<file path="config.mk">
export PLATFORM = sky130hd
export DESIGN_NAME = flash_host_ctrl
export DESIGN_NICKNAME = d
export VERILOG_FILES = /design/src/flash_bus_pkg.sv /design/src/flash_req_if.sv /design/src/flash_pin_seq.sv /design/src/flash_host_ctrl.sv
export SDC_FILE = /design/constraint.sdc
export NUM_CORES = 1
export LEC_CHECK = 0
export BUFFER_PORTS_ARGS = -buffer_cell sky130_fd_sc_hd__buf_4
export CAP_MARGIN = 20
export CORE_UTILIZATION = 55
export CTS_BUF_LIST = sky130_fd_sc_hd__clkbuf_16
export DETAILED_ROUTE_END_ITERATION = 8
export PLACE_DENSITY = 0.8
export SETUP_SLACK_MARGIN = 0.1
export SLEW_MARGIN = 15
export SYNTH_ARGS = -nofsm -noshare
export SYNTH_HDL_FRONTEND = slang
export SYNTH_SLANG_ARGS = --single-unit
export TNS_END_PERCENT = 1
</file>
<file path="constraint.sdc">
create_clock -name i_ref_clk -period 8.9 [get_ports i_ref_clk]
set_input_delay 1.335 -clock i_ref_clk [delete_from_list [all_inputs] [get_ports i_ref_clk]]
set_output_delay 1.335 -clock i_ref_clk [all_outputs]
set_load 0.1 [all_outputs]
</file>
<file path="src/flash_bus_pkg.sv">
// package: timing constants, widths and command kinds for the flash bus controller
package flash_bus_pkg;
  localparam int ADDR_W = 24;
  localparam int DATA_W = 16;
  localparam int WIP_W = 3;
  localparam int CLK_PERIOD_NS = 10;
  localparam int RANDOM_ACCESS_TIME_NS = 110;
  localparam int PAGE_ACCESS_TIME_NS = 30;
  localparam int WRITE_PULSE_NS = 50;
  localparam int WRITE_RECOVER_NS = 30;
  localparam int INIT_PULSE_WIDTH_NS = 500;
  localparam int RESET_RECOVER_NS = 200;
  localparam int OE_HOLD_NS = 20;
  localparam int BUF_MAX_WORDS = 16;
  localparam int CNT_W = 8;
  // least times round up to whole cycles
  localparam logic [CNT_W-1:0] ACC_CYC =
    CNT_W'((RANDOM_ACCESS_TIME_NS + CLK_PERIOD_NS - 1) / CLK_PERIOD_NS);
  localparam logic [CNT_W-1:0] PACC_CYC =
    CNT_W'((PAGE_ACCESS_TIME_NS + CLK_PERIOD_NS - 1) / CLK_PERIOD_NS);
  localparam logic [CNT_W-1:0] WP_CYC =
    CNT_W'((WRITE_PULSE_NS + CLK_PERIOD_NS - 1) / CLK_PERIOD_NS);
  localparam logic [CNT_W-1:0] WR_CYC =
    CNT_W'((WRITE_RECOVER_NS + CLK_PERIOD_NS - 1) / CLK_PERIOD_NS);
  localparam logic [CNT_W-1:0] RP_CYC =
    CNT_W'((INIT_PULSE_WIDTH_NS + CLK_PERIOD_NS - 1) / CLK_PERIOD_NS);
  localparam logic [CNT_W-1:0] RH_CYC =
    CNT_W'((RESET_RECOVER_NS + CLK_PERIOD_NS - 1) / CLK_PERIOD_NS);
  localparam logic [CNT_W-1:0] OEH_CYC =
    CNT_W'((OE_HOLD_NS + CLK_PERIOD_NS - 1) / CLK_PERIOD_NS);
  // data pins pass two sync flops, so a read waits that much longer
  localparam logic [CNT_W-1:0] SYNC_CYC = 8'h02;
  localparam logic [4:0] BUF_MAX = 5'h10;
  typedef enum logic [1:0] {OP_READ, OP_WRITE, OP_INIT} op_type;
endpackage

</file>
<file path="src/flash_req_if.sv">
// interface: request and answer between the front end and the pin sequencer
`timescale 1ns/10ps
interface flash_req_if;
  import flash_bus_pkg::*;
  logic valid;
  logic ready;
  op_type op;
  logic [ADDR_W-1:0] addr;
  logic [DATA_W-1:0] wdata;
  logic keep_sel;
  logic done;
  logic [DATA_W-1:0] rdata;
  modport front (output valid, op, addr, wdata, keep_sel, input ready, done, rdata);
  modport seq (input valid, op, addr, wdata, keep_sel, output ready, done, rdata);
endinterface

</file>
<file path="src/flash_pin_seq.sv">
// module: drives flash pins for one read, write or reset pulse at a time
`timescale 1ns/10ps
module flash_pin_seq
  import flash_bus_pkg::*;
(
  input wire logic i_ref_clk,
  input wire logic i_rst_n,
  flash_req_if.seq req,
  input wire logic [DATA_W-1:0] i_dq_sync,
  output logic o_ce_n,
  output logic o_oe_n,
  output logic o_we_n,
  output logic o_reset_n,
  output logic [ADDR_W-1:0] o_addr,
  output logic [DATA_W-1:0] o_dq_out,
  output logic o_dq_oe
);
  typedef enum logic [2:0] {S_IDLE, S_READ, S_WPULSE, S_WREC, S_RPULSE, S_RREC} st_type;
  st_type st_ff;
  logic [CNT_W-1:0] cnt_ff;
  logic [ADDR_W-WIP_W-1:0] page_ff;
  logic page_ok_ff;
  logic [DATA_W-1:0] rdata_ff;
  logic done_ff;

  assign req.ready = (st_ff == S_IDLE);
  assign req.rdata = rdata_ff;
  assign req.done = done_ff;

  always_ff @(posedge i_ref_clk or negedge i_rst_n) begin
    if (!i_rst_n) begin
      st_ff <= S_IDLE;
      cnt_ff <= '0;
      o_ce_n <= 1'b1;
      o_oe_n <= 1'b1;
      o_we_n <= 1'b1;
      o_reset_n <= 1'b0;
      o_addr <= '0;
      o_dq_out <= '0;
      o_dq_oe <= 1'b0;
      page_ff <= '0;
      page_ok_ff <= 1'b0;
      rdata_ff <= '0;
      done_ff <= 1'b0;
    end else begin
      done_ff <= 1'b0;
      o_reset_n <= 1'b1;
      unique case (st_ff)
        S_IDLE: begin
          if (req.valid) begin
            o_addr <= req.addr;
            unique case (req.op)
              OP_READ: begin
                o_ce_n <= 1'b0; // (RL1)
                o_oe_n <= 1'b0; // (RL1)
                o_we_n <= 1'b1;
                o_dq_oe <= 1'b0;
                // full access unless the page is open and select was held (RL5) (RL6)
                // the sync delay is added, else the pins are read before data is valid
                if (page_ok_ff && !o_ce_n && page_ff == req.addr[ADDR_W-1:WIP_W])
                  cnt_ff <= PACC_CYC + SYNC_CYC; // (RL4)
                else
                  cnt_ff <= ACC_CYC + SYNC_CYC;
                page_ff <= req.addr[ADDR_W-1:WIP_W]; // (RL7)
                st_ff <= S_READ;
              end
              OP_WRITE: begin
                o_ce_n <= 1'b0; // (RL8)
                o_oe_n <= 1'b1; // (RL8)
                o_we_n <= 1'b0; // (RL8)
                o_dq_out <= req.wdata;
                o_dq_oe <= 1'b1;
                page_ok_ff <= 1'b0;
                cnt_ff <= WP_CYC;
                st_ff <= S_WPULSE;
              end
              default: begin
                // taken only when idle, so no operation is ever cut short
                o_reset_n <= 1'b0; // (RL22)
                o_ce_n <= 1'b1;
                o_oe_n <= 1'b1;
                o_we_n <= 1'b1;
                o_dq_oe <= 1'b0;
                page_ok_ff <= 1'b0;
                cnt_ff <= RP_CYC;
                st_ff <= S_RPULSE;
              end
            endcase
          end else if (!req.keep_sel) begin
            // releasing select also closes the page
            o_ce_n <= 1'b1;
            o_oe_n <= 1'b1;
            page_ok_ff <= 1'b0;
          end
        end
        S_READ: begin
          if (cnt_ff > 8'h01) begin
            cnt_ff <= cnt_ff - 8'h01;
          end else begin
            rdata_ff <= i_dq_sync;
            done_ff <= 1'b1;
            page_ok_ff <= 1'b1;
            if (!req.keep_sel) begin
              o_ce_n <= 1'b1;
              o_oe_n <= 1'b1;
            end
            st_ff <= S_IDLE;
          end
        end
        S_WPULSE: begin
          if (cnt_ff > 8'h01) begin
            cnt_ff <= cnt_ff - 8'h01;
          end else begin
            o_we_n <= 1'b1;
            o_ce_n <= 1'b1;
            cnt_ff <= WR_CYC;
            st_ff <= S_WREC;
          end
        end
        S_WREC: begin
          if (cnt_ff > 8'h01) begin
            cnt_ff <= cnt_ff - 8'h01;
          end else begin
            o_dq_oe <= 1'b0;
            done_ff <= 1'b1;
            st_ff <= S_IDLE;
          end
        end
        S_RPULSE: begin
          o_reset_n <= 1'b0;
          if (cnt_ff > 8'h01) begin
            cnt_ff <= cnt_ff - 8'h01;
          end else begin
            o_reset_n <= 1'b1;
            cnt_ff <= RH_CYC;
            st_ff <= S_RREC;
          end
        end
        S_RREC: begin
          if (cnt_ff > 8'h01) begin
            cnt_ff <= cnt_ff - 8'h01;
          end else begin
            done_ff <= 1'b1;
            st_ff <= S_IDLE;
          end
        end
      endcase
    end
  end
endmodule // flash_pin_seq

</file>
<file path="src/flash_host_ctrl.sv">
// module: host-side controller driving a parallel nor flash through its pins
// Function
// (RL1) host reads with select and output gate low, write strobe high
// (RL2) device starts in read-array mode after power-up or reset
// (RL3) device stays in read-array mode until a command write
// (RL4) page is 8 words; upper bits pick page, low three bits pick word
// (RL5) first page access takes full time, later in-page reads take page time
// (RL6) dropping select between accesses forces a full access again
// (RL7) host holds page bits steady and varies only word bits for fast reads
// (RL8) host writes commands with strobe and select low, output gate high
// (RL9) shortened-program mode needs two write cycles per word, not four
// (RL10) erase covers one sector, several sectors or the whole array
// (RL11) buffered programming takes at most 16 words per operation
// (RL12) elevated voltage on protect pin enters shortened, unprotected fast programming
// (RL13) removing elevated voltage restores normal mode and sector protection
// (RL14) host raises protect pin voltage only during accelerated programming
// (RL15) identification mode returns codes on low eight data lines
// (RL16) in standby device outputs float regardless of output gate
// (RL17) leaving standby for a read takes full select access time
// (RL18) deselecting during erase or program does not stop it
// (RL19) stable addresses for access time plus 30 ns enter automatic sleep
// (RL20) sleep keeps last data driven; new address gives data in access time
// (RL21) reset pin low for pulse width aborts, floats outputs, returns to read-array
// (RL22) host reissues any operation a reset interrupted
// (RL23) output gate high floats the device data pins
`timescale 1ns/10ps
module flash_host_ctrl
  import flash_bus_pkg::*;
(
  input wire logic i_ref_clk,
  input wire logic i_rstn,
  input wire logic i_cmd_valid,
  output logic o_cmd_ready,
  input wire logic [1:0] i_cmd_op,
  input wire logic [ADDR_W-1:0] i_cmd_addr,
  input wire logic [DATA_W-1:0] i_cmd_wdata,
  input wire logic i_cmd_keep_sel,
  input wire logic i_accel_req,
  input wire logic i_buf_start,
  output logic o_rsp_valid,
  output logic [DATA_W-1:0] o_rsp_rdata,
  output logic o_buf_full,
  output logic o_ce_n,
  output logic o_oe_n,
  output logic o_we_n,
  output logic o_reset_n,
  output logic o_protect_accel_pin_hv,
  output logic [ADDR_W-1:0] o_addr,
  input wire logic [DATA_W-1:0] i_dq,
  output logic [DATA_W-1:0] o_dq,
  output logic o_dq_oe
);
  logic rst_s1_ff;
  logic rst_s2_ff;
  logic [DATA_W-1:0] dq_s1_ff;
  logic [DATA_W-1:0] dq_s2_ff;
  logic [4:0] buf_cnt_ff;
  logic accel_ff;
  logic [DATA_W-1:0] rsp_ff;
  logic rsp_v_ff;
  logic write_ok;
  logic wr_take;
  flash_req_if req ();

  always_ff @(posedge i_ref_clk or negedge i_rstn) begin
    if (!i_rstn) begin
      rst_s1_ff <= 1'b0;
      rst_s2_ff <= 1'b0;
    end else begin
      rst_s1_ff <= 1'b1;
      rst_s2_ff <= rst_s1_ff;
    end
  end

  // data pins come from the device, outside this clock
  always_ff @(posedge i_ref_clk or negedge rst_s2_ff) begin
    if (!rst_s2_ff) begin
      dq_s1_ff <= '0;
      dq_s2_ff <= '0;
    end else begin
      dq_s1_ff <= i_dq;
      dq_s2_ff <= dq_s1_ff;
    end
  end

  // buffered program words counted; the 17th write is held back
  always_ff @(posedge i_ref_clk or negedge rst_s2_ff) begin
    if (!rst_s2_ff) begin
      buf_cnt_ff <= '0;
    end else if (i_buf_start) begin
      // a write taken with the restart is the first word of the new buffer
      buf_cnt_ff <= wr_take ? 5'h01 : 5'h00; // (RL11)
    end else if (wr_take && buf_cnt_ff != BUF_MAX) begin
      buf_cnt_ff <= buf_cnt_ff + 5'h01; // (RL11)
    end
  end

  // accelerate voltage only while no read or reset is in flight
  always_ff @(posedge i_ref_clk or negedge rst_s2_ff) begin
    if (!rst_s2_ff) begin
      accel_ff <= 1'b0;
    end else if (req.ready) begin
      // never raised while the output gate is open for a held read
      accel_ff <= i_accel_req && o_oe_n &&
                  !(i_cmd_valid && op_type'(i_cmd_op) != OP_WRITE); // (RL14)
    end
  end

  always_ff @(posedge i_ref_clk or negedge rst_s2_ff) begin
    if (!rst_s2_ff) begin
      rsp_ff <= '0;
      rsp_v_ff <= 1'b0;
    end else begin
      rsp_v_ff <= req.done;
      if (req.done)
        rsp_ff <= req.rdata;
    end
  end

  assign write_ok = (op_type'(i_cmd_op) != OP_WRITE) || (buf_cnt_ff != BUF_MAX) || i_buf_start;
  assign wr_take = req.valid && req.ready && req.op == OP_WRITE;
  // a read or reset waits until the accelerate voltage has been dropped
  assign req.valid = i_cmd_valid && write_ok && (accel_ff == 1'b0 ||
                     op_type'(i_cmd_op) == OP_WRITE); // (RL14)
  assign req.op = op_type'(i_cmd_op);
  assign req.addr = i_cmd_addr;
  assign req.wdata = i_cmd_wdata;
  assign req.keep_sel = i_cmd_keep_sel;
  assign o_cmd_ready = req.ready && write_ok && (accel_ff == 1'b0 ||
                       op_type'(i_cmd_op) == OP_WRITE);
  assign o_rsp_valid = rsp_v_ff;
  assign o_rsp_rdata = rsp_ff;
  assign o_buf_full = (buf_cnt_ff == BUF_MAX);
  assign o_protect_accel_pin_hv = accel_ff; // (RL12)

  flash_pin_seq u_seq (
    .i_ref_clk(i_ref_clk),
    .i_rst_n(rst_s2_ff),
    .req(req),
    .i_dq_sync(dq_s2_ff),
    .o_ce_n(o_ce_n),
    .o_oe_n(o_oe_n),
    .o_we_n(o_we_n),
    .o_reset_n(o_reset_n),
    .o_addr(o_addr),
    .o_dq_out(o_dq),
    .o_dq_oe(o_dq_oe)
  );
endmodule // flash_host_ctrl

</file>
## After elaboration in Yosys (flattened, before gate mapping)

Index checks and enable logic that the tools add are counted.

| word-level totals | value |
|---|---|
| bits in registers | 152 |
| input bits | 64 |
| output and inout port bits | 65 |
| word-level logic and storage cells | 125 |

| cells by class | value |
|---|---|
| $add $sub $neg | 2 |
| order comparisons | 1 |
| eq/ne operators | 19 |
| muxes and demuxes | 43 |
| bitwise logic cells | 2 |
| reductions and logical operators | 37 |

Operator list:

| cell | number |
|---|---|
| 8-bit 2-to-1 mux | 4 |
| 8-bit one-hot mux with 4 select lines | 1 |
| 1-bit 2-to-1 mux | 22 |
| 21-bit == test | 1 |
| 3-bit AND reduction | 5 |
| 1-bit logical AND | 12 |
| 3-bit 2-to-1 mux | 4 |
| 2-bit != test (second input constant) | 6 |
| 3-bit one-hot mux with 4 select lines | 1 |
| 6-bit one-hot mux with 2 select lines | 1 |
| 5-bit 2-to-1 mux | 2 |
| 1-bit one-hot mux with 2 select lines | 5 |
| 8-bit by 1-bit > comparator with 1-bit output (second input constant) | 1 |
| 2-bit AND reduction | 4 |
| 4-bit AND reduction | 2 |
| 2-bit nonzero test | 4 |
| 8-bit by 1-bit subtractor with 8-bit output (second input constant) | 1 |
| 3-bit by 2-bit == test with 1-bit output (second input constant) | 2 |
| 3-bit == test (second input constant) | 2 |
| 3-bit != test (second input constant) | 2 |
| 3-bit one-hot mux with 2 select lines | 1 |
| 5-bit by 1-bit adder with 5-bit output (second input constant) | 1 |
| 5-bit == test (second input constant) | 1 |
| 5-bit != test (second input constant) | 1 |
| 13 further kinds | 18 |

## Depth between registers and ports, before layout

Gate-level depths: netlist of the first run.

| depth | value |
|---|---|
| depth in word-level cells | 10 |
| gate-level depth with buffers | 10 |
| depth with buffers taken out | 8 |

## By module

Synthesis of the first run repeated with hierarchy kept, for this count alone.

| unflattened totals | value |
|---|---|
| cells, all modules | 442 |
| area total of the unflattened synthesis | 6138.4 um2 |

Modules (own cells, without submodules):

| module | instances | cells an instance | area an instance (um2) | sequential area each (um2) |
|---|---|---|---|---|
| flash_pin_seq | 1 | 331 | 4289.1 | 2381.0 |
| flash_host_ctrl | 1 | 111 | 1849.3 | 1426.4 |

## Least setup slack after synthesis of the first run

Ideal clock, no wire load.

| timing | value |
|---|---|
| path type | in2out |
| start point | input i_buf_start |
| end point | output o_cmd_ready |
| data arrival time | 2524 ps |
| data required time | 7565 ps |
| path slack | 5041 ps |
| stages | 4 |
| path buffers | 1 |
| path through | clkbuf_1 -> nor3b_1 -> nand2_1 -> and3_1 |

| between the ends | value |
|---|---|
| cells in the longest elaborated chain, start to end | 3 |

Ends and longest elaborated chain:

| what | RTL line | text |
|---|---|---|
| start, declared | flash_host_ctrl.sv:39 | `input wire logic i_buf_start,` |
| 1-bit logical OR | flash_host_ctrl.sv:120 | `assign write_ok = (op_type'(i_cmd_op) != OP_WRITE) \|\| (buf_cnt_ff != BUF_MAX) \|\| i_buf_start;` |
| 1-bit logical AND (2 in a row) | flash_host_ctrl.sv:129 | `assign o_cmd_ready = req.ready && write_ok && (accel_ff == 1'b0 \|\|` |
| end, declared | flash_host_ctrl.sv:33 | `output logic o_cmd_ready,` |

No other way between the ends.

## Final worst setup path of the first run

| timing | value |
|---|---|
| start point | input i_cmd_op[1] |
| end point | output o_cmd_ready |

| between the ends | value |
|---|---|
| cells in the longest elaborated chain, start to end | 5 |
| elaborated cells on any way between the ends | 7 |
| classes of those cells | eq/ne (2); reduce/logical (5) |

Ends and longest elaborated chain:

| what | RTL line | text |
|---|---|---|
| start, declared | flash_host_ctrl.sv:34 | `input wire logic [1:0] i_cmd_op,` |
| 2-bit by 1-bit != test with 1-bit output | flash_host_ctrl.sv:120 |  |
| 1-bit logical OR (2 in a row) | flash_host_ctrl.sv:120 |  |
| 1-bit logical AND | flash_host_ctrl.sv:129 |  |
| 1-bit logical AND (*) | flash_host_ctrl.sv:129 |  |

Mark *: on every way between the ends. The rest lies on a longest branch, timed or not.

==> results.sh, run 1 <==
export IMPL_path_buf_inv=2
export IMPL_synth_area_leader_cell="dfrtp_1"
export IMPL_ant_nets=0
export IMPL_drc_errors=0
export IMPL_fin_skew_ns=0.007948
export IMPL_critPathRequiredTime_ns=7.57
export IMPL_cts_htree_levels=4
export IMPL_final_nets=682
export IMPL_antenna_found_initial=0
export IMPL_start_kind="input port"
export IMPL_netlist_area_leader_share_pct=59.90
export IMPL_area_growth_pct=26.29
export IMPL_start_util_pct=56.92
export IMPL_grt_pass1_wl_um=20300
export IMPL_maxSlewHeadroom_pct=36.57
export IMPL_hp_class="flop to flop"
export IMPL_finalHoldViolations=0
export IMPL_cp_cell_sequence="buf_4, nor3b_1, nand2_1, and3_1, buf_4"
export IMPL_clock_latency_ns=0.41
export IMPL_post_cts_setup_buffers=0
export IMPL_synth_distinct_cells=56
export IMPL_fillerInstances=745
export IMPL_syn_area_per_cell_um2=12.86
export IMPL_synth_nets=552
export IMPL_syn_area_mm2=0.006225
export IMPL_core_rowCount=38
export IMPL_clockBufferDepth=2
export IMPL_tns_ns=0
export IMPL_cts_sinks=152
export IMPL_critical_path_arrival_ns=2.28
export IMPL_wl_per_cell_um=16.59
export IMPL_cp_slowest_cell="nor3b_1"
export IMPL_synthTopCellsByCount="149 x dfrtp_1, 68 x mux2_2, 64 x nand2_1"
export IMPL_yosys_warnings=0
export IMPL_synth_flop_cell="dfrtp_1"
export IMPL_drtPass1Iterations=4
export IMPL_dieArea_mm2=0.01175
export IMPL_ys_seq_area_share_pct=61.17
export IMPL_r2r_setup_slack_ns=6.38
export IMPL_min_period_ns=3.618
export IMPL_num_io_pins=129
export IMPL_synthArstFlopShare_pct=100.0
export IMPL_endpoint="o_cmd_ready"
export IMPL_routed_wl_um=12730
export IMPL_slew_violations=0
export IMPL_place_gp_congestion=0.8402
export IMPL_core_area_mm2=0.01094
export IMPL_synth_ff_latch_count=152
export IMPL_dp_hpwl_um=8268
export IMPL_status="completed"
export IMPL_setup_viol=0
export IMPL_crit_family="simple AND/OR/NAND/NOR gates"
export IMPL_cts_tree="yes"
export IMPL_critPathMaxFanout=12
export IMPL_cp_startpoint="i_cmd_op[1]"
export IMPL_final_layout_size_suffix_gt1_share_pct=40.03
export IMPL_hold_buffers=0
export IMPL_crit_path_end_kind="output port"
export IMPL_tightest_slew_ns=0.9515
export IMPL_n_antenna_cell=0
export IMPL_maxCapViolations=0
export IMPL_grt_pass1_vias=4094
export IMPL_syn_inst=484
export IMPL_drtIter0Drc=289
export IMPL_fp_dieW_um=108.4
export IMPL_worstReg2RegEnd="buf_cnt_ff[2]"
export IMPL_grt_ovfl_total=0
export IMPL_grtUsageTotal_pct=22.99
export IMPL_vias=4179
export IMPL_reg2regPathDepth=5
export IMPL_cpMostUsedCell="buf_4"
export IMPL_critPathMaxStageDelay_ns=0.31
export IMPL_portBuffers=128
export IMPL_synth_most_common_cell="dfrtp_1"
export IMPL_root_buffer="clkbuf_16"
export IMPL_cp_depth=5
export IMPL_path_class="input port to output port"
export IMPL_grt_max_degree=77
export IMPL_r2r_start="u_seq.st_ff[1]"
export IMPL_yosys_top_cells_area="dfrtp_1 60%, mux2_2 12%, nand2_1 3.9%, xor2_1 3.4%, mux2_4 2.2%"
export IMPL_finalCritPeriodShare_pct=40.65
export IMPL_post_cts_resize_count=0
export IMPL_synth_edf_count=0
export IMPL_die_y_um=108.4
export IMPL_via_per_inst=5.449
export IMPL_clkTransAtPathRegs_ns=0.06
export IMPL_clock_fmax_mhz=276.4
export IMPL_rsz0062_at_grt="false"
export IMPL_cts_made_buffers=17
[registers in the layout, summed over array words and instances (netlist names), 3 cells and up]
register / count
o_rsp_rdata: 16
dq_s2_ff: 16
buf_cnt_ff: 5
u_seq.req.rdata: 16
u_seq.o_addr: 24
dq_s1_ff: 16
u_seq.cnt_ff: 8
u_seq.st_ff: 3
u_seq.o_dq_out: 16
u_seq.page_ff: 21
[worst register-to-register path, cell delays in order (launching register included)]
cell and delay [ns]:
dfrtp_1 0.67, nor3_2 0.53, o2111a_1 0.75, nand2_1 0.18, mux2i_1 0.22, nor2_1 0.06
[final cells by class]
type / instances / area, um2 / share of cell area (%)
clock buffers: 17 / 425.4 / 5.411
well taps: 140 / 175.2 / 2.228
multi-input cells: 300 / 2256 / 28.70
flip-flops and latches: 152 / 3811 / 48.48
inverters: 10 / 37.54 / 0.4775
clock inverters: 15 / 150.1 / 1.910
repair buffers: 133 / 1006 / 12.80
[cell usage in the layout (no fill, tap or decap), types with 3 or more instances in the layout]
cell	synthesis	final
mux2_2	68	68
dfrtp_1	149	148
nor2_1	17	17
nand2b_1	7	7
o31ai_1	6	6
xor2_1	24	24
nand3_1	5	5
a2bb2oi_1	3	3
clkinvlp_4	0	3
nor3_1	8	8
mux2_4	9	9
o21ai_0	17	17
nor4_1	7	7
clkbuf_16	0	17
inv_1	10	10
a21oi_1	15	15
buf_4	0	132
clkinv_1	0	3
nand4_1	4	4
xnor2_1	3	3
ha_1	4	4
mux2i_1	3	3
dfstp_2	3	3
nand2_1	64	64
[cells by family (layout without fill, tap and decap cells)]
family,count (synthesis),in the layout,share of synthesized area [%]
xor+xnor,27,27,3.799
buf+inv,32,175,2.593
mux,80,80,14.95
other cells,1,1,0.06024
flops,152,152,61.17
fa+ha+maj,4,4,0.8041
compound gates,59,59,6.553
simple gates,129,129,10.07
[through the flow]
step | cell area, um2 | hold WS, ns | setup slack [ns] | instances | util, %
floorplan | 6225 | 0.3312 | 4.356 | 484 | -
global placement | 7271 | 0.3314 | 5.306 | 734 | 66.49
detailed placement | 7271 | 0.3347 | 5.288 | 734 | 66.49
CTS | 7846 | 0.3488 | 5.285 | 766 | 71.75
global route | 7861 | 0.3515 | 5.205 | 767 | 71.89
finish | 7861 | 0.3465 | 5.282 | 767 | 71.89
[how the worst min path moves through the flow]
stage | startpoint | to | depth (start not counted)
global route | dq_s1_ff[8] | dq_s2_ff[8] | 0
CTS | dq_s1_ff[8] | dq_s2_ff[8] | 0
global placement | dq_s1_ff[6] | dq_s2_ff[6] | 0
floorplan | dq_s1_ff[0] | dq_s2_ff[0] | 0
finish | dq_s1_ff[11] | dq_s2_ff[11] | 0
detailed placement | dq_s1_ff[8] | dq_s2_ff[8] | 0
[layer usage]
metal	GRT usage, %	wire (um)
met2	36.94	6271
met4	8.205	206
met5	0	0
met3	6.510	836
met1	29.97	5414
Power of run 1 is left out: the tool's default activity adds up to more than one toggle a clock period on the data nets, which glitch-free logic cannot reach.
==> inputs of run 2 (changes only) <==
--- a/config.mk
+++ b/config.mk
@@ -5,12 +5,13 @@
 export SDC_FILE = /design/constraint.sdc
 export NUM_CORES = 1
 export LEC_CHECK = 0
+export ABC_AREA = 1
 export BUFFER_PORTS_ARGS = -buffer_cell sky130_fd_sc_hd__buf_4
 export CAP_MARGIN = 20
-export CORE_UTILIZATION = 55
+export CORE_UTILIZATION = 49
 export CTS_BUF_LIST = sky130_fd_sc_hd__clkbuf_16
 export DETAILED_ROUTE_END_ITERATION = 8
-export PLACE_DENSITY = 0.8
+export PLACE_DENSITY = 0.75
 export SETUP_SLACK_MARGIN = 0.1
 export SLEW_MARGIN = 15
 export SYNTH_ARGS = -nofsm -noshare
==> constraint.sdc (replaced) <==
create_clock -name i_ref_clk -period 3.1 [get_ports i_ref_clk]
set_input_delay 0.465 -clock i_ref_clk [delete_from_list [all_inputs] [get_ports i_ref_clk]]
set_output_delay 0.465 -clock i_ref_clk [all_outputs]
set_load 0.1 [all_outputs]
==> run 2 against run 1 <==
Flip-flop and latch count is the same. Wire length grew 4.8%. Die area grew 14%. Largest cell class unchanged. Critical endpoint unchanged. Area after synthesis grew 1.6%. Synthesized cell count grew 43%.
==> results.sh, run 2 <==
export IMPL_wl_met2_um=6612
export IMPL_clkTransAtPathRegs_ns=0.06
export IMPL_rsz0062_at_grt="false"
export IMPL_yosys_top_cells_area="dfrtp_1 59%, nand2_1 15%, inv_1 4.2%, o21ai_0 3.4%, nand3_1 2.8%"
export IMPL_final_layout_size_suffix_gt1_share_pct=23.39
export IMPL_synth_edf_count=0
export IMPL_syn_area_mm2=0.006326
export IMPL_fp_dieW_um=115.6
export IMPL_grt_ovfl_total=0
export IMPL_cts_tree="yes"
export IMPL_synth_area_leader_cell="dfrtp_1"
export IMPL_fin_skew_ns=0.01058
export IMPL_start_kind="flop"
export IMPL_top_layer_used="met4"
export IMPL_wirelength_met1_um=5856
export IMPL_grt_max_degree=59
export IMPL_area_growth_pct=26.36
export IMPL_n_antenna_cell=0
export IMPL_status="completed"
export IMPL_cp_cell_sequence="inv_1, nand2_1, inv_1, nand2_2, inv_1, nand2_1, nor2_1, buf_4"
export IMPL_wl_per_cell_um=13.21
export IMPL_clockBufferDepth=2
export IMPL_via_per_inst=4.860
export IMPL_critPathMaxStageDelay_ns=0.41
export IMPL_cts_made_buffers=17
export IMPL_cpMostUsedCell="inv_1"
export IMPL_crit_path_end_kind="output port"
export IMPL_endpoint="o_cmd_ready"
export IMPL_finalCritPeriodShare_pct=78.78
export IMPL_grtUsageTotal_pct=21.80
export IMPL_place_gp_congestion=0.8280
export IMPL_post_cts_setup_buffers=0
export IMPL_top_regs="u_seq.o_addr x24, u_seq.page_ff x21"
export IMPL_clock_latency_ns=0.42
export IMPL_synth_ff_latch_count=152
export IMPL_grt_pass1_vias=4788
export IMPL_finalHoldViolations=0
export IMPL_hp_class="input port to flop"
export IMPL_regMostFlops="u_seq.o_addr"
export IMPL_cts_sinks=152
export IMPL_cts_htree_levels=4
export IMPL_cp_startpoint="u_seq.st_ff[0]"
export IMPL_num_io_pins=129
export IMPL_power_density_mw_per_mm2=522.7
export IMPL_synthArstFlopShare_pct=100.0
export IMPL_placed_area_mm2=0.007422
export IMPL_synth_flop_cell="dfrtp_1"
export IMPL_synth_most_common_cell="nand2_1"
export IMPL_synth_nets=758
export IMPL_dieArea_mm2=0.01337
export IMPL_setup_viol=0
export IMPL_tns_ns=0
export IMPL_worstReg2RegEnd="u_seq.page_ok_ff"
export IMPL_fin_area_mm2=0.007994
export IMPL_r2r_setup_slack_ns=0.74
export IMPL_synth_distinct_cells=34
export IMPL_leakagePower_nw=4.333
export IMPL_critical_path_arrival_ns=1.98
export IMPL_fillerInstances=1069
export IMPL_hold_buffers=1
export IMPL_slew_violations=0
export IMPL_synthTopCellsByCount="246 x nand2_1, 149 x dfrtp_1, 70 x inv_1"
export IMPL_drtPass1Iterations=5
export IMPL_maxSlewHeadroom_pct=53.23
export IMPL_tightest_slew_ns=0.7016
export IMPL_ant_nets=0
export IMPL_core_rowCount=41
export IMPL_cp_depth=8
export IMPL_post_cts_resize_count=0
export IMPL_path_class="flop to output port"
export IMPL_crit_family="buffers and inverters"
export IMPL_syn_area_per_cell_um2=9.168
export IMPL_cp_slowest_cell="dfrtp_1"
export IMPL_largest_reg_flops=24
export IMPL_die_y_um=115.6
export IMPL_final_common_cell="nand2_1"
export IMPL_core_area_mm2=0.01262
export IMPL_ys_seq_area_share_pct=60.19
export IMPL_min_period_ns=2.442
export IMPL_grt_pass1_wl_um=22150
export IMPL_critPathMaxFanout=6
export IMPL_netlist_area_leader_share_pct=58.94
export IMPL_path_buf_inv=4
export IMPL_syn_inst=690
export IMPL_critPathRequiredTime_ns=2.63
export IMPL_reg2regPathDepth=11
export IMPL_portBuffers=128
export IMPL_dp_hpwl_um=9350
export IMPL_peakVddDrop_mv=0.3105
export IMPL_antenna_found_initial=0
export IMPL_drtIter0Drc=294
export IMPL_maxCapViolations=0
export IMPL_root_buffer="clkbuf_16"
export IMPL_drc_errors=0
export IMPL_clock_fmax_mhz=409.5
export IMPL_r2r_start="u_seq.cnt_ff[0]"
export IMPL_yosys_warnings=0
export IMPL_routed_wl_um=13340
export IMPL_wl_met3_um=641
export IMPL_start_util_pct=50.13
export IMPL_final_cell_mix="246 x nand2_1, 148 x dfrtp_1, 131 x buf_4"
export IMPL_final_nets=893
export IMPL_vias=4909
-- run 2: layout make-up --
type | count | area [um2] | share of cell area [%]
Sequential cell | 152 | 3811 | 47.68
Tap cell | 172 | 215.2 | 2.692
Clock inverter | 15 | 136.4 | 1.706
Clock buffer | 17 | 425.4 | 5.322
Timing Repair Buffer | 133 | 1013 | 12.68
Multi-Input combinational cell | 447 | 2112 | 26.42
Inverter | 74 | 280.3 | 3.506
-- run 2: cell families after synthesis --
family	synth area share, %
and+or+nand+nor	22.67
DFF	60.19
buffers and inverters	6.428
AOI/OAI and AO/OA	5.914
muxes	2.848
xor gates and xnor gates	1.107
adders and majority gates	0.7912
other	0.05928
-- run 2: power breakdown --
part           total, W  switching (W)  internal [W]  leakage (nW)
Combinational  0.000180       0.000104     0.0000757          2.07
Sequential      0.00204      0.0000233       0.00201          1.98
Clock           0.00196       0.000793       0.00117         0.282
Total           0.00418       0.000920       0.00326          4.33
-- run 2: worst min path at each step --
stage | start | end | cells after the start | slack (ns)
6_report | i_dq[12] | dq_s1_ff[12] | 1 | 0.15
5_1_grt | i_dq[2] | dq_s1_ff[2] | 1 | 0.13
4_1_cts | i_dq[2] | dq_s1_ff[2] | 1 | 0.13
3_5_place_dp | i_rstn | rst_s1_ff | 1 | 0.25
3_3_place_gp | i_rstn | rst_s1_ff | 1 | 0.25
2_1_floorplan | i_rstn | rst_s1_ff | 0 | 0.17
-- run 2: through the flow --
| stage | power [W] | setup slack (ns) | instances | hold WS (ns) | utilization [%] |
|---|---|---|---|---|---|
| floorplan | 0.002151 | 0.005748 | 690 | 0.1694 | - |
| global placement | 0.002249 | 0.8397 | 977 | 0.2475 | 58.81 |
| detailed placement | 0.002254 | 0.7597 | 977 | 0.2489 | 58.81 |
| CTS | 0.004219 | 0.6873 | 1010 | 0.1337 | 63.35 |
| global route | 0.004327 | 0.4818 | 1010 | 0.1274 | 63.35 |
| finish | 0.004179 | 0.6578 | 1010 | 0.1490 | 63.35 |
-- run 2: layer usage --
| metal | global-route usage [%] | vias to the layer above |
|---|---|---|
| met5 | 0 | - |
| met4 | 9.573 | 0 |
| met3 | 5.649 | 20 |
| met2 | 36.85 | 129 |
| met1 | 26.48 | 2334 |
| li1 | - | 2426 |
Power figures use the tool's default switching activity.
